File: src/sfw_pkg.sv
package sfw_pkg;
  // Register map.
  localparam logic [3:0] SFW_CTRL_ADDR   = 4'h0; // watchdog_control_reg
  localparam logic [3:0] SFW_OPT_ADDR    = 4'h4; // option settings
  localparam logic [3:0] SFW_STAT_ADDR   = 4'h8; // status
  localparam int         SFW_ACT_BIT     = 7;
  localparam int         SFW_MSB_BIT     = 6;
  localparam int         SFW_OPT_HW_BIT  = 0;
  localparam int         SFW_OPT_HLT_BIT = 1;
  localparam logic [6:0] SFW_CNT_RESET   = 7'h7F;
  localparam logic [6:0] SFW_CNT_TRIP    = 7'h40;
  localparam logic [1:0] SFW_RESP_OKAY   = 2'h0;
  localparam logic [1:0] SFW_RESP_SLVERR = 2'h2;
  // Timing.
  localparam int         SFW_PRESCALE    = 16384;
  localparam int         SFW_CLK_MHZ     = 40;
  localparam int         SFW_RST_NS      = 500;
  localparam int         SFW_RST_CYC     = (SFW_RST_NS * SFW_CLK_MHZ) / 1000;
  localparam int         SFW_WAKE_SHORT  = 256;
  localparam int         SFW_WAKE_LONG   = 4096;
endpackage

File: src/sfw_pulse.sv
`timescale 1ns/1ps
// Stretches a one-cycle trigger into a low-active reset pulse of fixed length.
module sfw_pulse #(
  parameter int LEN = 20
) (
  input  wire logic aclk,
  input  wire logic aresetn,
  input  wire logic trig,
  output logic      rst_out_n,
  output logic      busy
);
  typedef struct packed {
    logic [15:0] cnt;
  } sfw_pulse_st_t;
  sfw_pulse_st_t st_ff;
  sfw_pulse_st_t nxt_st;

  // Count down while the pulse is active; a new trigger restarts it.
  // fixed pulse length
  always_comb begin
    nxt_st = st_ff;
    if (trig) begin
      nxt_st.cnt = 16'(LEN);
    end else if (st_ff.cnt != 16'h0000) begin
      nxt_st.cnt = st_ff.cnt - 16'h0001;
    end
  end

  always_ff @(posedge aclk) begin
    if (!aresetn) begin
      st_ff <= '0;
    end else begin
      st_ff <= nxt_st;
    end
  end

  assign busy      = (st_ff.cnt != 16'h0000);
  assign rst_out_n = ~busy;

  a_pulse_len: assert property (@(posedge aclk) disable iff (!aresetn)
    $rose(busy) |-> busy [*8]) else $error("reset pulse too short");
endmodule

File: src/sfw_watchdog.sv
// Implementation choices: the AXI4-Lite register port and the register offsets.
`timescale 1ns/1ps
module sfw_watchdog
  import sfw_pkg::*;
#(
  parameter int PRESCALE = sfw_pkg::SFW_PRESCALE,
  parameter int WAKE_SHORT = sfw_pkg::SFW_WAKE_SHORT,
  parameter int WAKE_LONG = sfw_pkg::SFW_WAKE_LONG
) (
  input  wire logic        aclk,
  input  wire logic        aresetn,
  input  wire logic [3:0]  s_axi_awaddr,
  input  wire logic        s_axi_awvalid,
  output logic             s_axi_awready,
  input  wire logic [31:0] s_axi_wdata,
  input  wire logic [3:0]  s_axi_wstrb,
  input  wire logic        s_axi_wvalid,
  output logic             s_axi_wready,
  output logic [1:0]       s_axi_bresp,
  output logic             s_axi_bvalid,
  input  wire logic        s_axi_bready,
  input  wire logic [3:0]  s_axi_araddr,
  input  wire logic        s_axi_arvalid,
  output logic             s_axi_arready,
  output logic [31:0]      s_axi_rdata,
  output logic [1:0]       s_axi_rresp,
  output logic             s_axi_rvalid,
  input  wire logic        s_axi_rready,
  input  wire logic        halt_req,
  input  wire logic        wake_irq,
  input  wire logic        wake_long_sel,
  output logic             halt_enter,
  output logic             dev_reset_n
);
  import sfw_pkg::*;

  typedef struct packed {
    logic [15:0] pre;
    logic [6:0]  cnt;
    logic        act;
    logic        opt_hw;
    logic        opt_hlt;
    logic        opt_lock;
    logic        halted;
    logic        frozen;
    logic [12:0] wake;
    logic        trig;
    logic        halt_out;
    logic        aw_got;
    logic        w_got;
    logic [3:0]  awaddr;
    logic [31:0] wdata;
    logic [3:0]  wstrb;
    logic        bvalid;
    logic [1:0]  bresp;
    logic        rvalid;
    logic [31:0] rdata;
    logic [1:0]  rresp;
  } sfw_st_t;

  sfw_st_t st_ff;
  sfw_st_t nxt_st;
  logic    pulse_busy;
  logic    pre_tick;
  logic    wr_go;
  logic    rd_go;

  ////////////////////////////////////////////////////////////////////////
  // Bus handshakes: one outstanding write and one outstanding read.
  assign s_axi_awready = ~st_ff.aw_got & ~st_ff.bvalid;
  assign s_axi_wready  = ~st_ff.w_got & ~st_ff.bvalid;
  assign s_axi_arready = ~st_ff.rvalid;
  assign s_axi_bvalid  = st_ff.bvalid;
  assign s_axi_bresp   = st_ff.bresp;
  assign s_axi_rvalid  = st_ff.rvalid;
  assign s_axi_rdata   = st_ff.rdata;
  assign s_axi_rresp   = st_ff.rresp;
  assign halt_enter    = st_ff.halt_out;
  assign wr_go         = st_ff.aw_got & st_ff.w_got;
  assign rd_go         = s_axi_arvalid & s_axi_arready;
  assign pre_tick      = (st_ff.pre == 16'(PRESCALE - 1));

  ////////////////////////////////////////////////////////////////////////
  // Next-state logic for counter, options, halt and bus.
  always_comb begin
    nxt_st      = st_ff;
    nxt_st.trig = 1'b0;
    nxt_st.pre = pre_tick ? 16'h0000 : st_ff.pre + 16'h0001;
    if (pre_tick && !st_ff.frozen) begin
      nxt_st.cnt = st_ff.cnt - 7'h01;
      if (st_ff.halted) begin
        nxt_st.frozen = 1'b1;
      end
      if (st_ff.act && st_ff.cnt == SFW_CNT_TRIP) begin
        nxt_st.trig = 1'b1;
      end
    end
    if (st_ff.halted && wake_irq) begin
      nxt_st.halted = 1'b0;
      nxt_st.wake   = wake_long_sel ? 13'(WAKE_LONG) : 13'(WAKE_SHORT);
    end else if (st_ff.wake != 13'h0000) begin
      nxt_st.wake = st_ff.wake - 13'h0001;
      // A freeze that lands on the release edge wins, so halt is never lost.
      if (st_ff.wake == 13'h0001 && !(pre_tick && st_ff.halted)) begin
        nxt_st.frozen = 1'b0;
      end
    end
    nxt_st.halt_out = 1'b0;
    if (halt_req && !st_ff.halted) begin
      if (st_ff.act || st_ff.opt_hlt) begin
        nxt_st.trig = 1'b1;
      end else begin
        nxt_st.halted   = 1'b1;
        nxt_st.halt_out = 1'b1;
      end
    end
    // Address and data may arrive in either order.
    if (s_axi_awvalid && s_axi_awready) begin
      nxt_st.aw_got = 1'b1;
      nxt_st.awaddr = s_axi_awaddr;
    end
    if (s_axi_wvalid && s_axi_wready) begin
      nxt_st.w_got = 1'b1;
      nxt_st.wdata = s_axi_wdata;
      nxt_st.wstrb = s_axi_wstrb;
    end
    if (wr_go) begin
      nxt_st.aw_got = 1'b0;
      nxt_st.w_got  = 1'b0;
      nxt_st.bvalid = 1'b1;
      nxt_st.bresp  = SFW_RESP_OKAY;
      case (st_ff.awaddr)
        SFW_CTRL_ADDR: begin
          if (st_ff.wstrb[0]) begin
            nxt_st.cnt = st_ff.wdata[6:0];
            nxt_st.act = st_ff.act | st_ff.wdata[SFW_ACT_BIT];
            if (st_ff.wdata[SFW_ACT_BIT] && !st_ff.wdata[SFW_MSB_BIT]) begin
              nxt_st.trig = 1'b1;
            end
          end
        end
        SFW_OPT_ADDR: begin
          // Options behave as write-once until reset, which clears them and the lock.
          if (st_ff.wstrb[0] && !st_ff.opt_lock) begin
            nxt_st.opt_hw   = st_ff.wdata[SFW_OPT_HW_BIT];
            nxt_st.opt_hlt  = st_ff.wdata[SFW_OPT_HLT_BIT];
            nxt_st.opt_lock = 1'b1;
            if (st_ff.wdata[SFW_OPT_HW_BIT]) begin
              nxt_st.act = 1'b1;
            end
          end
        end
        SFW_STAT_ADDR: nxt_st.bresp = SFW_RESP_OKAY;
        default: nxt_st.bresp = SFW_RESP_SLVERR;
      endcase
    end
    if (st_ff.bvalid && s_axi_bready) begin
      nxt_st.bvalid = 1'b0;
    end
    if (rd_go) begin
      nxt_st.rvalid = 1'b1;
      nxt_st.rresp  = SFW_RESP_OKAY;
      case (s_axi_araddr)
        SFW_CTRL_ADDR: nxt_st.rdata = {24'h000000, st_ff.act, st_ff.cnt};
        SFW_OPT_ADDR:  nxt_st.rdata = {29'h00000000, st_ff.opt_lock, st_ff.opt_hlt,
                                       st_ff.opt_hw};
        SFW_STAT_ADDR: nxt_st.rdata = {30'h00000000, st_ff.frozen, st_ff.halted};
        default: begin
          nxt_st.rdata = 32'h00000000;
          nxt_st.rresp = SFW_RESP_SLVERR;
        end
      endcase
    end else if (st_ff.rvalid && s_axi_rready) begin
      nxt_st.rvalid = 1'b0;
    end
  end

  ////////////////////////////////////////////////////////////////////////
  // State register; the bus reset also represents device reset.
  always_ff @(posedge aclk) begin
    if (!aresetn) begin
      st_ff     <= '0;
      st_ff.cnt <= SFW_CNT_RESET;
    end else begin
      st_ff <= nxt_st;
    end
  end

  // The reset pulse is a separate stretcher so the count keeps its own timing.
  sfw_pulse #(
    .LEN (SFW_RST_CYC)
  ) sfw_pulse_inst (
    .aclk      (aclk),
    .aresetn   (aresetn),
    .trig      (st_ff.trig),
    .rst_out_n (dev_reset_n),
    .busy      (pulse_busy)
  );

  ////////////////////////////////////////////////////////////////////////
  // Checks.
  a_trip_reset: assert property (@(posedge aclk) disable iff (!aresetn)
    (pre_tick && !st_ff.frozen && st_ff.act && st_ff.cnt == SFW_CNT_TRIP)
    |=> ##1 !dev_reset_n) else $error("no reset on count trip");
  a_act_sticky: assert property (@(posedge aclk) disable iff (!aresetn)
    st_ff.act |=> st_ff.act) else $error("activate cleared");
  a_count_step: assert property (@(posedge aclk) disable iff (!aresetn)
    (pre_tick && !st_ff.frozen && !wr_go) |=> st_ff.cnt == $past(st_ff.cnt) - 7'h01)
    else $error("count did not step");
  a_hold_count: assert property (@(posedge aclk) disable iff (!aresetn)
    (!pre_tick && !wr_go) |=> st_ff.cnt == $past(st_ff.cnt))
    else $error("count moved off tick");
  // The edge that leaves reset also clears the prescaler, so it is not a normal step.
  a_pre_free: assert property (@(posedge aclk) disable iff (!aresetn)
    (aresetn && !pre_tick) |=> st_ff.pre == $past(st_ff.pre) + 16'h0001)
    else $error("prescaler disturbed");
  a_sw_reset: assert property (@(posedge aclk) disable iff (!aresetn)
    (wr_go && st_ff.awaddr == SFW_CTRL_ADDR && st_ff.wstrb[0] &&
     st_ff.wdata[7] && !st_ff.wdata[6]) |=> ##1 !dev_reset_n)
    else $error("software reset missing");
  a_halt_reset: assert property (@(posedge aclk) disable iff (!aresetn)
    (halt_req && !st_ff.halted && st_ff.act) |=> !halt_enter ##1 !dev_reset_n)
    else $error("halt did not reset");
  a_frozen_hold: assert property (@(posedge aclk) disable iff (!aresetn)
    (st_ff.frozen && !wr_go) |=> st_ff.cnt == $past(st_ff.cnt))
    else $error("frozen count moved");
  c_trip: cover property (@(posedge aclk) st_ff.trig && st_ff.act);
  c_pulse: cover property (@(posedge aclk) $rose(pulse_busy) && st_ff.act);
  c_halt: cover property (@(posedge aclk) halt_enter);
  c_wake: cover property (@(posedge aclk) st_ff.wake == 13'h0001);
endmodule

File: config.mk
export PLATFORM = sky130hd
export DESIGN_NAME = sfw_watchdog
export DESIGN_NICKNAME = d
export VERILOG_FILES = /design/src/sfw_pkg.sv /design/src/sfw_pulse.sv /design/src/sfw_watchdog.sv
export SDC_FILE = /design/constraint.sdc
export NUM_CORES = 1
export LEC_CHECK = 0
export ABC_CLOCK_PERIOD_IN_PS = 1690
export BUFFER_PORTS_ARGS = -buffer_cell sky130_fd_sc_hd__buf_2
export CAP_MARGIN = 20
export CORE_MARGIN = 2
export CORE_UTILIZATION = 49
export DETAILED_ROUTE_END_ITERATION = 8
export GPL_TIMING_DRIVEN = 1
export PLACE_DENSITY = 0.83
export SLEW_MARGIN = 0
export SYNTH_ARGS = -nofsm -noshare
export SYNTH_HDL_FRONTEND = slang
export SYNTH_SLANG_ARGS = --single-unit
File: constraint.sdc
create_clock -name aclk -period 1.69 [get_ports aclk]
set_input_delay 0.0845 -clock aclk [delete_from_list [all_inputs] [get_ports aclk]]
set_output_delay 0.0845 -clock aclk [all_outputs]
set_load 0.01 [all_outputs]
After elaboration in Yosys (flattened, before gate mapping)
Cells that the tools add are included.
{ "word_totals": {"reg_bits": 113, "input_bits": 54, "elab_cells": 117} }
{ "op_classes": {"n_addsub": 4, "eq_ne": 10, "mux": 34, "bitwise": 11, "reduce_logical": 35} }
{ "ops": {"columns": ["cell", "n"], "rows": [
  ["2-to-1 mux 13 bit", 2],
  ["one-hot mux 8 bit (3 select lines)", 1],
  ["2-to-1 mux 1 bit", 18],
  ["adder 16 x 1 -> 16 bit (second input constant)", 1],
  ["== test 16 x 14 -> 1 bit (second input constant)", 1],
  ["nonzero test 16 bit", 1],
  ["subtractor 16 x 1 -> 16 bit (second input constant)", 1],
  ["2-to-1 mux 14 bit", 1],
  ["2-to-1 mux 7 bit", 2],
  ["== test 13 x 1 -> 1 bit (second input constant)", 1],
  ["nonzero test 13 bit", 1],
  ["subtractor 13 x 1 -> 13 bit (second input constant)", 1],
  ["logical AND 1 bit", 12],
  ["2-to-1 mux 11 bit", 1],
  ["2-to-1 mux 5 bit", 2],
  ["== test 4 x 3 -> 1 bit (second input constant)", 2],
  ["== test 4 bit (second input constant)", 2],
  ["zero test 4 bit", 2],
  ["2-to-1 mux 8 bit", 1],
  ["nonzero test 2 bit", 4],
  ["OR reduction 2 bit", 4],
  ["== test 7 bit (second input constant)", 1],
  ["subtractor 7 x 1 -> 7 bit (second input constant)", 1],
  ["2-to-1 mux 2 bit", 3],
  ["other kinds (13)", 28]
]} }

Depth between registers and ports, before layout
{ "depth": {"word_depth": 10, "mapped_depth": 7} }

Hierarchy
A second synthesis with hierarchy kept.
{ "hier_totals": {"cells_unflattened": 491, "area_unflattened_um2": 4147.7} }
{ "modules_own_cells": {"columns": ["mod", "instances", "cells_per_inst", "area_each_um2", "seq_area_each_um2"], "rows": [
  ["sfw_watchdog", 1, 387, 3288.2, 1421.4],
  ["sfw_pulse", 1, 104, 859.6, 320.3]
]} }

Least setup slack after synthesis
Ideal clock, no wire load.
{ "synth_timing": {"path_kind": "flip-flop to flip-flop", "startpoint": "register sfw_pulse_inst.st_ff[0] (netlist name)", "endpoint": "register sfw_pulse_inst.st_ff[4] (netlist name)", "arrival_ns": 1.702, "required_ns": 1.575, "slack_ns": -0.127, "path_stages_with_launch": 8, "path_buffers": 0, "path_cell_list": "dfxtp_1 -> inv_1 -> ha_1 -> or4b_4 -> nand3b_4 -> nor2_4 -> o21ai_0 -> and2_1"} }
{ "synth_via": {"elab_chain_len": 3, "word_cells_on_any_way": 5, "classes_between": "1 x add/sub; 2 x mux; 2 x reduce/logical"} }
{ "synth_rtl": {"columns": ["element", "line", "source"], "rows": [
  ["from (decl)", "sfw_pulse.sv:15", "sfw_pulse_st_t st_ff;"],
  ["from (signal assigned)", "sfw_pulse.sv:33", "st_ff <= nxt_st;"],
  ["subtractor 16 x 1 -> 16 bit", "sfw_pulse.sv:25", "nxt_st.cnt = st_ff.cnt - 16'h0001;"],
  ["2-to-1 mux 5 bit", "sfw_pulse.sv:24", "end else if (st_ff.cnt != 16'h0000) begin"],
  ["2-to-1 mux 5 bit", "sfw_pulse.sv:22", "if (trig) begin"]
]} }
Parallel ways exist; a longest one is shown, timed or not. The select of a mux whose other input is x is not followed.
A chain may end at the register's enable or synchronous reset.

Worst setup path after layout
{ "layout_timing": {"startpoint": "register st_ff[84] (netlist name)", "endpoint": "register st_ff[92] (netlist name)"} }
{ "layout_via": {"elab_chain_len": 3, "word_cells_on_any_way": 5, "classes_between": "1 x add/sub; 2 x mux; 2 x reduce/logical"} }
{ "layout_rtl": {"columns": ["element", "line", "source"], "rows": [
  ["from (decl)", "sfw_watchdog.sv:61", "sfw_st_t st_ff;"],
  ["from (signal assigned)", "sfw_watchdog.sv:185", "st_ff <= nxt_st;"],
  ["subtractor 13 x 1 -> 13 bit", "sfw_watchdog.sv:102", "nxt_st.wake = st_ff.wake - 13'h0001;"],
  ["2-to-1 mux 14 bit", "sfw_watchdog.sv:101", "end else if (st_ff.wake != 13'h0000) begin"],
  ["2-to-1 mux 13 bit", "sfw_watchdog.sv:98", "if (st_ff.halted && wake_irq) begin"]
]} }
Parallel ways exist; a longest one is shown, timed or not. The select of a mux whose other input is x is not followed.

==> impl_results.md <==
- Post-synthesis cell type count: 57
- Primary FF master, synth: dfxtp_1
- Combinational family with the most area after synthesis: simple AND/OR/NAND/NOR gates
- GP Congestion: slightly below 0.9
- Total congestion overflow: 0
- Post-Synth Simple-Gate Area: between 20% and 30%
- Post-route DRC: 0
- DRT antenna net count: 0
- Number of diodes: 0
- Mux share of post-synthesis cell area: 3.31%
- Number of core rows: 34
- WP data required: ~1.9 ns
- Final Util: ~64%
- Total Nets Final: 647
- Vias per std cell: approximately 5.3
- Mapped Area: approximately 0.0043 mm^2
- Share of cells above drive strength 1: between 20% and 30%
- F_max: about 0.53 GHz
- Power share of the sequential group: 33.0%
- Startpoint types: flip-flop
- Area Growth Syn to Fin: 28.2%
- H-Tree Depth: 3
- Pwr dens: approximately 1400 mW/mm^2
- CTS Buf Count: 9
- Internal power: 5.05 mW
- Synth top area cells: dfxtp_1 41%, buf_4 6.3%, nor2_1 4.7%
- Synth Area in Compound Gates: about 12%
- Die height: about 97 um
- Outcome: finished with violations
- Drt pass-1 iters: 5
- Final Skew: 0.0146 ns
- First-pass GRT wire length: 16400 um
- GRT Util Overall: between 20% and 30%
- CTS sink cnt: a little under 90
- Initial antenna violation count: 0
- Number of synthesized flops with an enable pin: 0
- Initial core utilization: 49.8%
- Crit path DAT: roughly 2.1 ns
- Io pins: between 90 and 100
- Post-Route WL: around 10000 um
- Final worst slack: -0.199 ns
- Comb pwr share: between 40% and 50%
- CTS max path bufs: 2
- Pin count of the biggest net entering global routing: 24
- Setup WS pre-CTS: -0.0808 ns
- Die area: 0.00949 mm^2
- Endpoint kind of the worst setup timing path: flip-flop
- Initial DRC count: ~230
- RSZ-0062 raised after global routing: true
- Clk root buf: clkbuf_8
- Adder-Cell Fraction of Synth Area: 1.76%
- Max IR drop VDD: roughly 1.1 mV
- Clock Latency Late Sink: around 0.37 ns
- Failing checks: negative setup slack
- Sequential area share after synthesis: between 40% and 50%
- DR vias: about 3700
- Input/output buffers: between 40 and 50
- Reg clk slew, reported paths: about 0.10 ns
- Lkg Pwr: 2.26 nW
- Fin. Hold Viols: 0
- XOR/XNOR Fraction of Synth Area: ~6.8%
- Vias in the first global route: 3539
- WHS: around 0.0088 ns
- Switching share of power: a little over a third
- Synth warn: 0
- Minimum clock period: ~1.9 ns
- Max cap viols: 0
- CP max FO: 4
- Critical path type: flip-flop to flip-flop
- Cell taking the most area after synthesis: dfxtp_1
- Core area: between 0.008 and 0.009 mm^2
- Dpl hpwl: 6770 um
- Post-Syn Instances: between 400 and 500
- Clock share of power: a little over a fifth
- Synth top area share: 40.7%
- WL/cell: 14.9 um
- Final setup viols: 20
- Final Cycle Share: 112%
- CTS tree: yes
- Max-slew violations: 0
- Mean Syn Cell Area: 8.87 um^2
- Net Switching: around 2.8 mW
- TNS Setup: -2.17 ns
- Die Span X: a little under 100 um
- Register bit total from synthesis: slightly below 90
- Hold Path Class: input pin to flip-flop
- Ys async rst share: 0%
-- sequential cells by signal, summed over array words and instances (netlist names) --
signal	count
s_axi_bresp	1
s_axi_rvalid	1
halt_enter	1
s_axi_rresp	1
s_axi_rdata	8
sfw_pulse_inst.st_ff	16
st_ff	58
s_axi_bvalid	1
-- final cells by class --
type                            count  area, um^2
Fill cell                         676        3110
Multi-Input combinational cell    359        2440
Sequential cell                    87        1760
Timing Repair Buffer              117         858
Clock buffer                       11         151
Tap cell                          108         135
Clock inverter                      5        88.8
Inverter                           13        48.8
-- what timing repair did --
item,CTS,global route
resized for setup,17,23
cloned,0,0
endpoints found under the hold margin,14,0
hold buffers,15,0
pin swaps,12,22
buffers inserted,8,11
endpoints found under the setup margin,21,30
-- layout by cell type, fill, tap and decap left out, drive strengths merged, types with 3 or more instances in the layout --
master,count
o21a,3
conb,26
nor2,56
nor3,19
o22a,7
xor2,16
inv,14
dlygate4sd3,15
clkbuf,11
or3,11
and3,4
and2,9
dfxtp,87
nand2,42
nand3,13
nor2b,22
o21ai,14
buf,102
a21oi,11
a22oi,8
a21boi,12
xnor2,17
mux2i,13
ha,6
nand4,10
nand2b,4
nor4,8
-- metal layers --
| metal | wire, um | up-vias | share of wire, % | global-route usage [%] |
|---|---|---|---|---|
| met1 | 4370 | 1774 | 42 | 24.7 |
| met3 | 435 | 20 | 4.2 | 3.74 |
| met4 | 246 | 0 | 2.4 | 9.29 |
| met5 | 0 | - | 0 | 0 |
| li1 | - | 1821 | - | - |
| met2 | 5410 | 99 | 52 | 38.1 |
-- worst paths after layout --
kind / from / end / slack (ns) / cells after the start
worst min-delay path: s_axi_awaddr[0] / st_ff[74] / 0.009 / 3
worst min register to register: st_ff[44] / st_ff[44] / 0.48 / 2
worst max-delay path: st_ff[84] / st_ff[92] / -0.20 / 6
worst max register to register: st_ff[84] / st_ff[92] / -0.20 / 6
-- synth_stat cells, types with 2 or more instances --
cell,number
a21boi_0,12
xnor2_1,17
dfxtp_1,87
and2_1,9
nand2b_1,4
clkbuf_1,11
o21ai_1,4
a21oi_1,11
o21a_1,3
nand4_1,10
a32oi_1,2
o211ai_1,2
nor2b_1,22
nand3_1,12
inv_1,13
nand4b_1,2
nor3_1,14
or4_4,2
a22oi_1,8
mux2i_1,13
a211o_1,2
and3_1,3
o21ai_0,10
buf_4,36
nor4_1,6
o22a_1,7
nor3_2,5
ha_1,6
nand2_1,42
xor2_1,16
a211oi_1,2
nor2_1,54
a31oi_1,2
or3_1,10
-- metrics by stage --
step | std cells | cell area, um^2 | total power [mW]
after floorplan | 507 | 4420 | 4.53
after global placement | 651 | 4770 | 5.15
final | 700 | 5480 | 7.84
after CTS | 690 | 5310 | 7.28
after detailed placement | 651 | 4770 | 5.27
after global routing | 700 | 5480 | 8.25
-- worst max-delay path: stages (launching register included) --
cell and delay (ns):
dfxtp_2 0.34, or4_4 0.57, nor4_4 0.44, buf_4 0.19
nor4_2 0.04, xnor2_1 0.15, nor2_1 0.06
-- cells by family after synthesis --
family                   Yosys count
AO/OA/AOI/OAI                     72
adder cells (fa/ha/maj)            6
AND/OR/NAND/NOR                  208
multiplexers                      14
flip-flops                        87
XOR/XNOR                          33
other                              1
buffers and inverters             61
-- power groups by stage --
stage	Combinational [mW]	Clock [mW]	Sequential, mW
6_report	3.54	1.71	2.59
5_1_grt	3.80	1.83	2.62
4_1_cts	2.99	1.73	2.56
3_5_place_dp	2.68	0	2.59
3_3_place_gp	2.58	0	2.57
2_1_floorplan	1.95	0	2.58
Note: power is estimated with default switching activity, not from simulation.
